## src/shared/lsp_pkg.sv

```systemverilog
package lsp_pkg;
	// ----------------------------------------------------------------
	// Register map (word index, byte address = 4 * index)
	// ----------------------------------------------------------------
	localparam logic [5:0] SEG_EN_BASE_IDX = 6'h00;  // Six segment enable regs
	localparam logic [5:0] PIX_BASE_IDX    = 6'h08;  // Twenty-four pixel regs
	localparam logic [5:0] CTRL_IDX        = 6'h20;  // Control register
	localparam logic [5:0] PRESC_IDX       = 6'h21;  // Phase/prescale register
	localparam logic [5:0] REG_CTRL_IDX    = 6'h22;  // Regulator control register
	localparam logic [5:0] OSC_CTRL_IDX    = 6'h23;  // Oscillator enables
	localparam int         NUM_SEG_REGS    = 6;
	localparam int         NUM_PIX_REGS    = 24;
	localparam int         PIX_PER_COM     = 6;

	// ----------------------------------------------------------------
	// Field positions
	// ----------------------------------------------------------------
	localparam int CTRL_WRERR_BIT = 5;
	localparam int CTRL_CS_LSB    = 2;
	localparam int CTRL_MUX_LSB   = 0;
	localparam int PRESC_WRALW_BIT = 4;
	localparam int PRESC_LP_LSB   = 0;
	localparam int REG_CKSEL_LSB  = 0;
	localparam int REG_MODE13_BIT = 2;
	localparam int OSC_T1EN_BIT   = 0;
	localparam int OSC_RCEN_BIT   = 1;
	localparam int OSC_T1USE_BIT  = 2;

	// ----------------------------------------------------------------
	// Reset values and divider counts
	// ----------------------------------------------------------------
	localparam logic [7:0]  REG_RESET     = 8'h00;
	localparam logic [12:0] POST_DIV_SYS  = 13'h1fff;  // Divide-by-8192 minus one
	localparam logic [12:0] POST_DIV_SLOW = 13'h001f;  // Divide-by-32 minus one
	localparam logic [7:0]  PUMP_DIV_OSC  = 8'hff;     // Divide-by-256 minus one
	localparam logic [5:0]  SEG_SHARED_T1 = 6'h20;     // Segment lost to timer1 use

	typedef enum logic [1:0] {
		LSP_SRC_SYS = 2'b00,
		LSP_SRC_T1  = 2'b01,
		LSP_SRC_RC  = 2'b10
	} lsp_src_t;

	typedef enum logic [1:0] {
		LSP_MUX_STATIC = 2'b00,
		LSP_MUX_HALF   = 2'b01,
		LSP_MUX_THIRD  = 2'b10,
		LSP_MUX_QUART  = 2'b11
	} lsp_mux_t;

	typedef enum logic [1:0] {
		LSP_BIAS_STATIC = 2'b00,
		LSP_BIAS_HALF   = 2'b01,
		LSP_BIAS_THIRD  = 2'b10
	} lsp_bias_t;

	// Clock-source tick inputs
	typedef struct packed {
		logic sys_tick;   // Instruction clock tick
		logic t1_tick;    // Timer1 oscillator tick
		logic rc_tick;    // Internal RC tick
		logic osc_tick;   // 8 MHz internal oscillator tick
	} lsp_ticks_t;

	// Timing outputs towards the waveform generator
	typedef struct packed {
		logic      frame_tick;
		logic      phase_tick;
		logic [3:0] com_active;
		logic [1:0] com_index;
		logic      pump_tick;
		lsp_bias_t bias;
	} lsp_timing_t;
endpackage

```

## src/rtl/lsp_lcd_clkgen.sv

```systemverilog
`timescale 1ns/1ns
// Operation
// [RULE1] Set enable bit gives pin to LCD
// [RULE2] Six enable registers, eight segments each
// [RULE3] Small variant drops segments 33 to 47
// [RULE4] Pixel bit one means dark segment
// [RULE5] Pixel registers grouped six per common
// [RULE6] Small variant ignores segment 40-47 pixels
// [RULE7] Small variant keeps only segment 32 bit
// [RULE8] Three sources, postscale to 1 kHz baseline
// [RULE9] Instruction clock always divides by 8192
// [RULE10] Slow sources divide by 32
// [RULE11] Frame prescaler divides 1 to 16
// [RULE12] Mux field sets commons ring counter
// [RULE13] Charge pump clock from three sources
// [RULE14] Selecting source never starts oscillator
// [RULE15] Pump selection never starts 8 MHz oscillator
// [RULE16] Software enables timer1 oscillator first
// [RULE17] Slow sources keep running in sleep
// [RULE18] Timer1 use removes segment 32
// [RULE19] Static, half and third bias types
// [RULE20] Source field 00 sys, 01 t1, 1x rc
// [RULE21] Mux field static, half, third, quarter
// [RULE22] Forbidden pixel write sets sticky error
module lsp_lcd_clkgen #(
	parameter bit SMALL_VARIANT = 1'b0
) (
	input  wire logic                 I_CLOCK,
	input  wire logic                 I_RST,
	input  wire logic [31:0]          I_WB_ADR,
	input  wire logic [31:0]          I_WB_DAT,
	input  wire logic [3:0]           I_WB_SEL,
	input  wire logic                 I_WB_WE,
	input  wire logic                 I_WB_CYC,
	input  wire logic                 I_WB_STB,
	input  wire logic                 I_SLEEP,
	input  wire logic                 I_OSC_IS_SYSCLK,
	input  wire lsp_pkg::lsp_ticks_t  I_TICKS,
	output logic [31:0]               O_WB_DAT,
	output logic                      O_WB_ACK,
	output logic [47:0]               O_SEG_LCD_MODE,
	output logic [47:0]               O_SEG_DATA,
	output logic                      O_T1_OSC_RUN,
	output logic                      O_RC_OSC_RUN,
	output logic                      O_WRITE_ALLOWED,
	output lsp_pkg::lsp_timing_t      O_TIMING
);
	import lsp_pkg::*;

	// ----------------------------------------------------------------
	// State
	// ----------------------------------------------------------------
	typedef struct packed {
		logic [NUM_SEG_REGS-1:0][7:0] seg_en;
		logic [NUM_PIX_REGS-1:0][7:0] pix;
		logic        pixel_write_error_flag;
		logic [1:0]  cs;
		lsp_mux_t    mux;
		logic        bias_half;
		logic [3:0]  lp;
		logic [1:0]  cksel;
		logic        mode13;
		logic [2:0]  osc_ctl;
		logic        ack;
		logic [31:0] rdat;
		logic [12:0] post_cnt;
		logic [3:0]  pre_cnt;
		logic [1:0]  com_idx;
		logic [7:0]  pump_cnt;
		logic        frame_tick;
		logic        phase_tick;
		logic        pump_tick;
		logic [47:0] seg_data;
	} lsp_state_t;

	lsp_state_t s_r;
	lsp_state_t s_nxt;

	// ----------------------------------------------------------------
	// Helpers
	// ----------------------------------------------------------------
	// Mask of implemented bits for a segment-numbered byte group
	function automatic logic [7:0] grp_mask(input int grp);
		logic [7:0] m;
		m = 8'hff;
		if (SMALL_VARIANT && grp == 4)
			m = 8'h01;                                    // [RULE3] [RULE7]
		else if (SMALL_VARIANT && grp == 5)
			m = 8'h00;                                    // [RULE3] [RULE6]
		return m;
	endfunction

	// Last common index for the selected multiplex
	function automatic logic [1:0] last_com(input lsp_mux_t mx);
		return 2'(mx);                                    // [RULE21]
	endfunction

	logic        t1_in_use;
	logic        src_tick;
	logic        pump_src;
	logic [5:0]  idx;
	logic        bus_req;
	logic        wr;
	logic [3:0]  com_mask;

	// ----------------------------------------------------------------
	// Combinational source selection
	// ----------------------------------------------------------------
	always_comb begin
		idx = I_WB_ADR[7:2];
		bus_req = I_WB_CYC && I_WB_STB && !s_r.ack;
		wr = bus_req && I_WB_WE && I_WB_SEL[0];
		t1_in_use = s_r.osc_ctl[OSC_T1EN_BIT] || s_r.osc_ctl[OSC_T1USE_BIT]
			|| s_r.cksel == 2'b01;
		// Ticks only count when that oscillator really runs; selection alone does not
		// start it, and the instruction clock stops in sleep
		if (s_r.cs[1])                                    // [RULE20]
			src_tick = I_TICKS.rc_tick && s_r.osc_ctl[OSC_RCEN_BIT]; // [RULE14] [RULE17]
		else if (s_r.cs[0])
			src_tick = I_TICKS.t1_tick && s_r.osc_ctl[OSC_T1EN_BIT]; // [RULE14] [RULE16]
		else
			src_tick = I_TICKS.sys_tick && !I_SLEEP;      // [RULE17]
		unique case (s_r.cksel)                           // [RULE13]
			2'b00: pump_src = 1'b0;
			2'b01: pump_src = I_TICKS.t1_tick && s_r.osc_ctl[OSC_T1EN_BIT];
			2'b10: pump_src = I_TICKS.osc_tick && I_OSC_IS_SYSCLK; // [RULE15]
			2'b11: pump_src = I_TICKS.rc_tick && s_r.osc_ctl[OSC_RCEN_BIT];
		endcase
		// Ring counter: one common active, wraps at mux limit
		com_mask = 4'b0001 << s_r.com_idx;                // [RULE12]
	end

	// ----------------------------------------------------------------
	// Next state
	// ----------------------------------------------------------------
	always_comb begin
		s_nxt = s_r;
		s_nxt.ack = bus_req;
		s_nxt.frame_tick = 1'b0;
		s_nxt.phase_tick = 1'b0;
		s_nxt.pump_tick = 1'b0;

		// Register writes
		if (wr) begin
			for (int k = 0; k < NUM_SEG_REGS; k++) begin
				if (idx == SEG_EN_BASE_IDX + 6'(k))
					s_nxt.seg_en[k] = I_WB_DAT[7:0] & grp_mask(k); // [RULE2] [RULE3]
			end
			for (int k = 0; k < NUM_PIX_REGS; k++) begin
				if (idx == PIX_BASE_IDX + 6'(k)) begin
					if (O_WRITE_ALLOWED)
						s_nxt.pix[k] = I_WB_DAT[7:0] & grp_mask(k % PIX_PER_COM); // [RULE5]
				end
			end
			if (idx == CTRL_IDX) begin
				s_nxt.cs = I_WB_DAT[CTRL_CS_LSB +: 2];
				s_nxt.mux = lsp_mux_t'(I_WB_DAT[CTRL_MUX_LSB +: 2]);
				// Write one leaves the flag, zero clears it
				if (!I_WB_DAT[CTRL_WRERR_BIT])
					s_nxt.pixel_write_error_flag = 1'b0;
			end
			if (idx == PRESC_IDX) begin
				s_nxt.lp = I_WB_DAT[PRESC_LP_LSB +: 4];
				s_nxt.bias_half = I_WB_DAT[6];
			end
			if (idx == REG_CTRL_IDX) begin
				s_nxt.cksel = I_WB_DAT[REG_CKSEL_LSB +: 2];
				s_nxt.mode13 = I_WB_DAT[REG_MODE13_BIT];
			end
			if (idx == OSC_CTRL_IDX)
				s_nxt.osc_ctl = I_WB_DAT[2:0];
		end
		// Error set after clear so a refused write is never lost
		if (wr && !O_WRITE_ALLOWED && idx >= PIX_BASE_IDX
				&& idx < PIX_BASE_IDX + 6'(NUM_PIX_REGS))
			s_nxt.pixel_write_error_flag = 1'b1;                            // [RULE22]

		// Read mux
		s_nxt.rdat = 32'h0;
		for (int k = 0; k < NUM_SEG_REGS; k++)
			if (idx == SEG_EN_BASE_IDX + 6'(k))
				s_nxt.rdat[7:0] = s_r.seg_en[k];
		for (int k = 0; k < NUM_PIX_REGS; k++)
			if (idx == PIX_BASE_IDX + 6'(k))
				s_nxt.rdat[7:0] = s_r.pix[k];
		if (idx == CTRL_IDX)
			s_nxt.rdat[7:0] = {2'b00, s_r.pixel_write_error_flag, 1'b0, s_r.cs, 2'(s_r.mux)};
		if (idx == PRESC_IDX)
			s_nxt.rdat[7:0] = {1'b0, s_r.bias_half, 1'b0, O_WRITE_ALLOWED, s_r.lp};
		if (idx == REG_CTRL_IDX)
			s_nxt.rdat[7:0] = {5'h00, s_r.mode13, s_r.cksel};
		if (idx == OSC_CTRL_IDX)
			s_nxt.rdat[7:0] = {5'h00, s_r.osc_ctl};

		// Postscaler to 1 kHz, then frame prescaler, then ring counter
		if (src_tick) begin
			// Sys clock always 8192; slow sources always 32
			if (s_r.post_cnt >= (s_r.cs == 2'b00 ? POST_DIV_SYS : POST_DIV_SLOW)) begin
				s_nxt.post_cnt = 13'h0;                   // [RULE8] [RULE9] [RULE10]
				s_nxt.phase_tick = 1'b1;
				if (s_r.pre_cnt >= s_r.lp) begin
					s_nxt.pre_cnt = 4'h0;                 // [RULE11]
					s_nxt.frame_tick = 1'b1;
					if (s_r.com_idx >= last_com(s_r.mux))
						s_nxt.com_idx = 2'b00;            // [RULE12]
					else
						s_nxt.com_idx = s_r.com_idx + 2'b01;
				end else begin
					s_nxt.pre_cnt = s_r.pre_cnt + 4'h1;
				end
			end else begin
				s_nxt.post_cnt = s_r.post_cnt + 13'h1;
			end
		end

		// Charge pump: 8 MHz branch divided by 256, timer1 and RC direct, field 00 gives no pump clock
		if (pump_src) begin
			if (s_r.cksel != 2'b10 || s_r.pump_cnt == PUMP_DIV_OSC) begin
				s_nxt.pump_cnt = 8'h00;                   // [RULE13]
				s_nxt.pump_tick = 1'b1;
			end else begin
				s_nxt.pump_cnt = s_r.pump_cnt + 8'h01;
			end
		end

		// Displayed segment values for the active common
		for (int g = 0; g < NUM_SEG_REGS; g++)
			s_nxt.seg_data[g*8 +: 8] = s_r.pix[32'(s_r.com_idx) * PIX_PER_COM + g]; // [RULE4]
		if (t1_in_use)
			s_nxt.seg_data[SEG_SHARED_T1] = 1'b0;         // [RULE18]
	end

	// ----------------------------------------------------------------
	// Register update
	// ----------------------------------------------------------------
	always_ff @(posedge I_CLOCK) begin
		if (I_RST)
			s_r <= '0;
		else
			s_r <= s_nxt;
	end

	// ----------------------------------------------------------------
	// Outputs
	// ----------------------------------------------------------------
	// Writes allowed outside the frame-boundary update cycle
	assign O_WRITE_ALLOWED = !s_r.frame_tick;
	assign O_WB_ACK = s_r.ack;
	assign O_WB_DAT = s_r.rdat;
	assign O_T1_OSC_RUN = s_r.osc_ctl[OSC_T1EN_BIT];     // [RULE14]
	assign O_RC_OSC_RUN = s_r.osc_ctl[OSC_RCEN_BIT];

	// Pin ownership; segment 32 goes back to I/O while timer1 is in use
	always_comb begin
		O_SEG_LCD_MODE = s_r.seg_en;                      // [RULE1]
		if (t1_in_use)
			O_SEG_LCD_MODE[SEG_SHARED_T1] = 1'b0;         // [RULE18]
		O_SEG_DATA = s_r.seg_data;
		O_TIMING.frame_tick = s_r.frame_tick;
		O_TIMING.phase_tick = s_r.phase_tick;
		O_TIMING.com_active = com_mask;
		O_TIMING.com_index = s_r.com_idx;
		O_TIMING.pump_tick = s_r.pump_tick;
		// Static mux is static bias; quarter forces third
		if (s_r.mux == LSP_MUX_STATIC)
			O_TIMING.bias = LSP_BIAS_STATIC;              // [RULE19]
		else if (s_r.bias_half && s_r.mux != LSP_MUX_QUART)
			O_TIMING.bias = LSP_BIAS_HALF;
		else
			O_TIMING.bias = LSP_BIAS_THIRD;
	end
endmodule

```

## config.mk

```make
export PLATFORM = sky130hd
export DESIGN_NAME = lsp_lcd_clkgen
export DESIGN_NICKNAME = d
export VERILOG_FILES = /design/src/shared/lsp_pkg.sv /design/src/rtl/lsp_lcd_clkgen.sv
export SDC_FILE = /design/constraint.sdc
export NUM_CORES = 1
export LEC_CHECK = 0
export BUFFER_PORTS_ARGS = -buffer_cell sky130_fd_sc_hd__clkbuf_2
export CELL_PAD_IN_SITES_DETAIL_PLACEMENT = 0
export CELL_PAD_IN_SITES_GLOBAL_PLACEMENT = 1
export CORE_ASPECT_RATIO = 0.7
export CORE_MARGIN = 2
export CORE_UTILIZATION = 40
export CTS_BUF_LIST = sky130_fd_sc_hd__clkbuf_8
export DETAILED_ROUTE_END_ITERATION = 12
export PLACE_DENSITY = 0.7
export SYNTH_ARGS = -nofsm -noshare
export SYNTH_HDL_FRONTEND = slang
export SYNTH_SLANG_ARGS = --single-unit
export TNS_END_PERCENT = 30
```

## constraint.sdc

```tcl
create_clock -name I_CLOCK -period 7.2 [get_ports I_CLOCK]
set_input_delay 0.36 -clock I_CLOCK [delete_from_list [all_inputs] [get_ports I_CLOCK]]
set_output_delay 0.36 -clock I_CLOCK [all_outputs]
set_load 0.02 [all_outputs]
```

After elaboration in Yosys (flattened, before gate mapping)
Cells that the tools add are included.

word-level totals
  register bits = 367
  input port bits = 79
  output and inout port bits = 143

cells by class
  add/sub/neg operators = 9
  multiply operators = 1
  magnitude comparators = 11
  equal/unequal tests = 40
  shift operators = 1
  mux-type cells = 121
  bitwise operators = 4
  reductions and logical operators = 68

operators by type and width
  operator                                              count
  two-way mux 8 bit                                     91
  two-way mux 256 bit                                   1
  binary-select mux 8 bit (select 5 bit)                5
  equality test 6 x 5 -> 1 bit (second input constant)  16
  AND reduction 3 bit                                   26
  equality test 6 x 4 -> 1 bit (second input constant)  8
  less-than comparator 6 bit (second input constant)    6
  binary-select mux 8 bit (select 4 bit)                1
  two-way mux 13 bit                                    2
  equality test 6 bit (second input constant)           4
  AND reduction 2 bit                                   11
  two-way mux 7 bit                                     2
  adder 13 x 1 -> 13 bit (second input constant)        1
  greater-or-equal comparator 13 bit                    1
  adder 5 x 2 -> 6 bit (second input constant)          2
  adder 5 x 3 -> 6 bit (second input constant)          2
  equality test 6 x 2 -> 1 bit (second input constant)  2
  equality test 6 x 3 -> 1 bit (second input constant)  2
  logical AND 1 bit                                     12
  two-way mux 3 bit                                     4
  two-way mux 5 bit                                     2
  adder 8 x 1 -> 8 bit (second input constant)          1
  equality test 8 bit (second input constant)           1
  two-way mux 2 bit                                     4
  other kinds (27)                                      48

Depth between registers and ports, before layout
  word-level depth = 35
  gate-level depth with buffers = 13
  gate-level depth less buffers = 8

Least setup slack after synthesis
Ideal clock, no wire load.

  path kind = reg-to-reg
  from = register s_r, in the netlist O_TIMING[3]
  to = register s_r, in the netlist O_SEG_DATA[10]
  library setup time = 0.128 ns
  data arrival time = 2.954 ns
  required time = 7.072 ns
  slack = 4.119 ns
  cell stages (with the launch flop) = 14
  period minus slack after synthesis = 3.081 ns
  cells stage by stage = dfxtp_1 > buf_2 > buf_2 > buf_2 > buf_2 > inv_1 > ha_1 > clkbuf_1 > buf_1 > mux4_2 > mux2i_1 > nor2_1 > a21oi_1 > nor2_1

on the way
  word-level cells in the longest chain between the ends = 4

RTL lines
  element                                  line                   text
  start, declared                          lsp_lcd_clkgen.sv:76   lsp_state_t s_r;
  start signal, assigned                   lsp_lcd_clkgen.sv:240  s_r <= s_nxt;
  multiplier 2 x 2 -> 4 bit                lsp_lcd_clkgen.sv:228  s_nxt.seg_data[g*8 +: 8] = s_r.pix[32'(s_r.com_idx) * PIX_PER_COM + g];
  adder 5 x 1 -> 6 bit                     lsp_lcd_clkgen.sv:228
  binary-select mux 8 bit (select 5 bit)   lsp_lcd_clkgen.sv:228
  two-way mux 8 bit (not written as such)  lsp_lcd_clkgen.sv:228

No other way between the ends. The select of a mux whose other input is x is not followed.
A chain may end at the register's enable or synchronous reset.

Worst setup path after layout
  from = register s_r, in the netlist O_TIMING[3]
  to = register s_r, in the netlist O_SEG_DATA[32]

on the way
  word-level cells in the longest chain between the ends = 4

RTL lines
  element                                  line
  multiplier 2 x 2 -> 4 bit                lsp_lcd_clkgen.sv:228
  adder 5 x 3 -> 6 bit                     lsp_lcd_clkgen.sv:228
  binary-select mux 8 bit (select 5 bit)   lsp_lcd_clkgen.sv:228
  two-way mux 8 bit (not written as such)  lsp_lcd_clkgen.sv:228

No other way between the ends. The select of a mux whose other input is x is not followed.

==> impl_metrics.env <==
export IMPL_status="finished, final reports clean"
export IMPL_relSlewSlack=0.146
export IMPL_cts_htree_levels=2
export IMPL_grt_pass1_vias=17400
export IMPL_start_util=0.406
export IMPL_p_per_area_nw_per_um2=198
export IMPL_startpoint_type="flip-flop"
export IMPL_grt_setup_unrepaired="false"
export IMPL_setup_violations_final=0
export IMPL_wl_per_cell_um=29.0
export IMPL_wl_um=88500
export IMPL_antenna_left=0
export IMPL_startpoint="O_TIMING[3]"
export IMPL_clock_latency_ns=0.68
export IMPL_crit_arrival_ns=4.29
export IMPL_clock_skew_ns=0.0273
export IMPL_slowest_delay_ns=0.68
export IMPL_dp_cells=2940
export IMPL_grt_max_degree=200
export IMPL_cts_sinks=343
export IMPL_min_from="I_WB_CYC"
export IMPL_core_area_um2=49300
export IMPL_p_leak_nw=7.76
export IMPL_numPortBuffers=144
export IMPL_r2r_start="O_TIMING[3]"
export IMPL_crit_required_ns=7.70
export IMPL_cts_hold_buf=1
export IMPL_clkTransAtPathRegs_ns=0.07
export IMPL_areaGrowthSynthToFinish_pct=8.25
export IMPL_gp_congestion=1.03
export IMPL_ys_seq_area_frac=0.343
export IMPL_synthDistinctLibCells=84
export IMPL_fillers=5005
export IMPL_layout_nets=2440
export IMPL_finalCritPeriodShare=0.526
export IMPL_routed_via_count=19100
export IMPL_crit_chain="buf_4 > ha_2 > buf_4 > mux4_2 > nand2_1 > nand2_1 > a22oi_1 > nor4b_1"
export IMPL_die_area_um2=51900
export IMPL_grt_pass1_wl_um=125000
export IMPL_synth_area_um2=20000
export IMPL_cts_setup_buffers=0
export IMPL_ctsResizeCount=0
export IMPL_peakVddDrop_mv=0.132
export IMPL_cts_tree="built"
export IMPL_yosysMostFrequentCell="nand2_1"
export IMPL_track_usage=0.332
export IMPL_synth_largest_area_cell="dfxtp_1"
export IMPL_synth_edff_count=0
export IMPL_fin_crit_ns=3.79
export IMPL_viasPerCell=6.27
export IMPL_cts_root_buffer_cell="clkbuf_8"
export IMPL_critPathBufInv=2
export IMPL_yosys_register_bits=343
export IMPL_seq_area_um2=6870
export IMPL_clk_path_buf_depth=3
export IMPL_syn_inst=2392
export IMPL_synth_area_top_cells="dfxtp_1 (34%), mux4_2 (9.6%), nand2_1 (6.5%), a21oi_1 (6.2%), mux2i_1 (5.8%)"
export IMPL_cts_made_buffers=59
export IMPL_layoutNonFillerInstCount=3052
export IMPL_multi_input_area_um2=11300
export IMPL_dr_pass1_iters=5
export IMPL_path_class="flip-flop to flip-flop"
export IMPL_yosys_top_cells_count="nand2_1 (348), dfxtp_1 (343), a21oi_1 (247)"
export IMPL_async_flop_share=0
export IMPL_drive_gt1_frac=0.190
export IMPL_setup_tns_ns=0
export IMPL_synth_top_area_share=0.343
export IMPL_antenna_found_initial=5
export IMPL_die_h_um=191
export IMPL_avgSynthCellArea_um2=8.37
export IMPL_drt_iter0_drc=2703
export IMPL_crit_slowest_cell="buf_4"
export IMPL_hpwlAfterDp_um=61500
export IMPL_min_path_type="input port to flip-flop"
export IMPL_timing_fmax_mhz=264
export IMPL_rows=68
export IMPL_cp_max_fo=51
export IMPL_crit_family="buffers and inverters"
export IMPL_overflow=0
export IMPL_slew_viol_final=0
export IMPL_report_final_hold_viol_count=0
export IMPL_die_w_um=271
export IMPL_tightest_slew_ns=1.28
export IMPL_drc_errors=0
export IMPL_maxCapViolCount=0
export IMPL_synth_flop_cell="dfxtp_1"
export IMPL_yosys_warnings=0
export IMPL_ios=222
export IMPL_endpoint_kind="flip-flop"
==> stage by stage <==
stage	utilization	setup slack [ns]	total power [mW]	instance area [µm²]	hold WS, ns
floorplan	-	4.12	2.11	20100	0.446
global placement	0.410	3.50	2.19	20300	0.463
detailed placement	0.410	3.45	2.19	20300	0.470
CTS	0.439	3.46	4.30	21700	0.103
global route	0.439	3.22	4.40	21700	0.127
finish	0.439	3.41	4.28	21700	0.133
==> area by class of cell <==
type                    instances  share of cell area
multi-input cells            1712               0.523
flip-flops and latches        343               0.317
repair buffers                192              0.0516
clock buffers                  71              0.0451
well taps                     665              0.0384
clock inverters                38              0.0191
inverters                      29             0.00503
diodes                          2            0.000231
==> placed cells by master (no fill, tap or decap), types with 10 or more instances in the layout <==
cell type / n
nor2b_1: 10
a21oi_1: 247
buf_4: 45
dfxtp_1: 342
clkbuf_2: 143
nand2_1: 348
ha_1: 20
conb_1: 24
mux2_2: 35
a22oi_1: 53
nand4_1: 12
mux2i_1: 115
clkbuf_8: 71
inv_1: 39
mux4_2: 85
a211oi_1: 16
and3_1: 10
clkinv_2: 12
xnor2_1: 11
nand2b_1: 12
o21ai_0: 78
nand3_1: 200
nor3_1: 19
nor2_1: 212
xor2_1: 11
o22ai_1: 18
==> worst reg2reg max path, delay by kind of cell, from the launching register on <==
family / cells / cell delay, ns
adder cells (fa/ha/maj): 1 / 0.31
buffers and inverters: 2 / 1.24
multiplexers: 1 / 0.65
AND/OR/NAND/NOR: 3 / 0.37
AO/OA/AOI/OAI: 1 / 0.48
flip-flops: 1 / 0.58
==> layer usage <==
| layer | track usage | share of wire |
|---|---|---|
| met1 | 0.476 | 0.43 |
| met2 | 0.451 | 0.40 |
| met4 | 0.131 | 0.040 |
| met5 | 0 | 0.00035 |
| met3 | 0.111 | 0.13 |
==> flip-flops by register name, indices dropped and copies added, names as in the netlist <==
| name | count |
|---|---|
| s_r | 232 |
| O_SEG_DATA | 48 |
| O_SEG_LCD_MODE | 47 |
| O_WB_DAT | 8 |
| O_TIMING | 5 |
| O_RC_OSC_RUN | 1 |
| O_T1_OSC_RUN | 1 |
| O_WB_ACK | 1 |
==> power by group <==
part	internal (mW)	switching, mW
Clock	1.22	0.906
Sequential	1.90	0.00380
Combinational	0.0478	0.203
Total	3.17	1.11
==> worst paths after layout <==
check,cells after the start,end,slack (ns)
worst min-delay path,3,O_WB_ACK,0.13
worst min register to register,2,s_r[311],0.48
worst max-delay path,8,O_SEG_DATA[32],3.41
worst max register to register,8,O_SEG_DATA[32],3.41
==> cell families after synthesis <==
group | share of synthesized area
compound gates | 0.156
flops | 0.343
fa+ha+maj | 0.0150
mux | 0.173
other cells | 0.000187
xor+xnor | 0.00963
simple gates | 0.206
buf+inv | 0.0963
(Power assumes the default switching activity.)
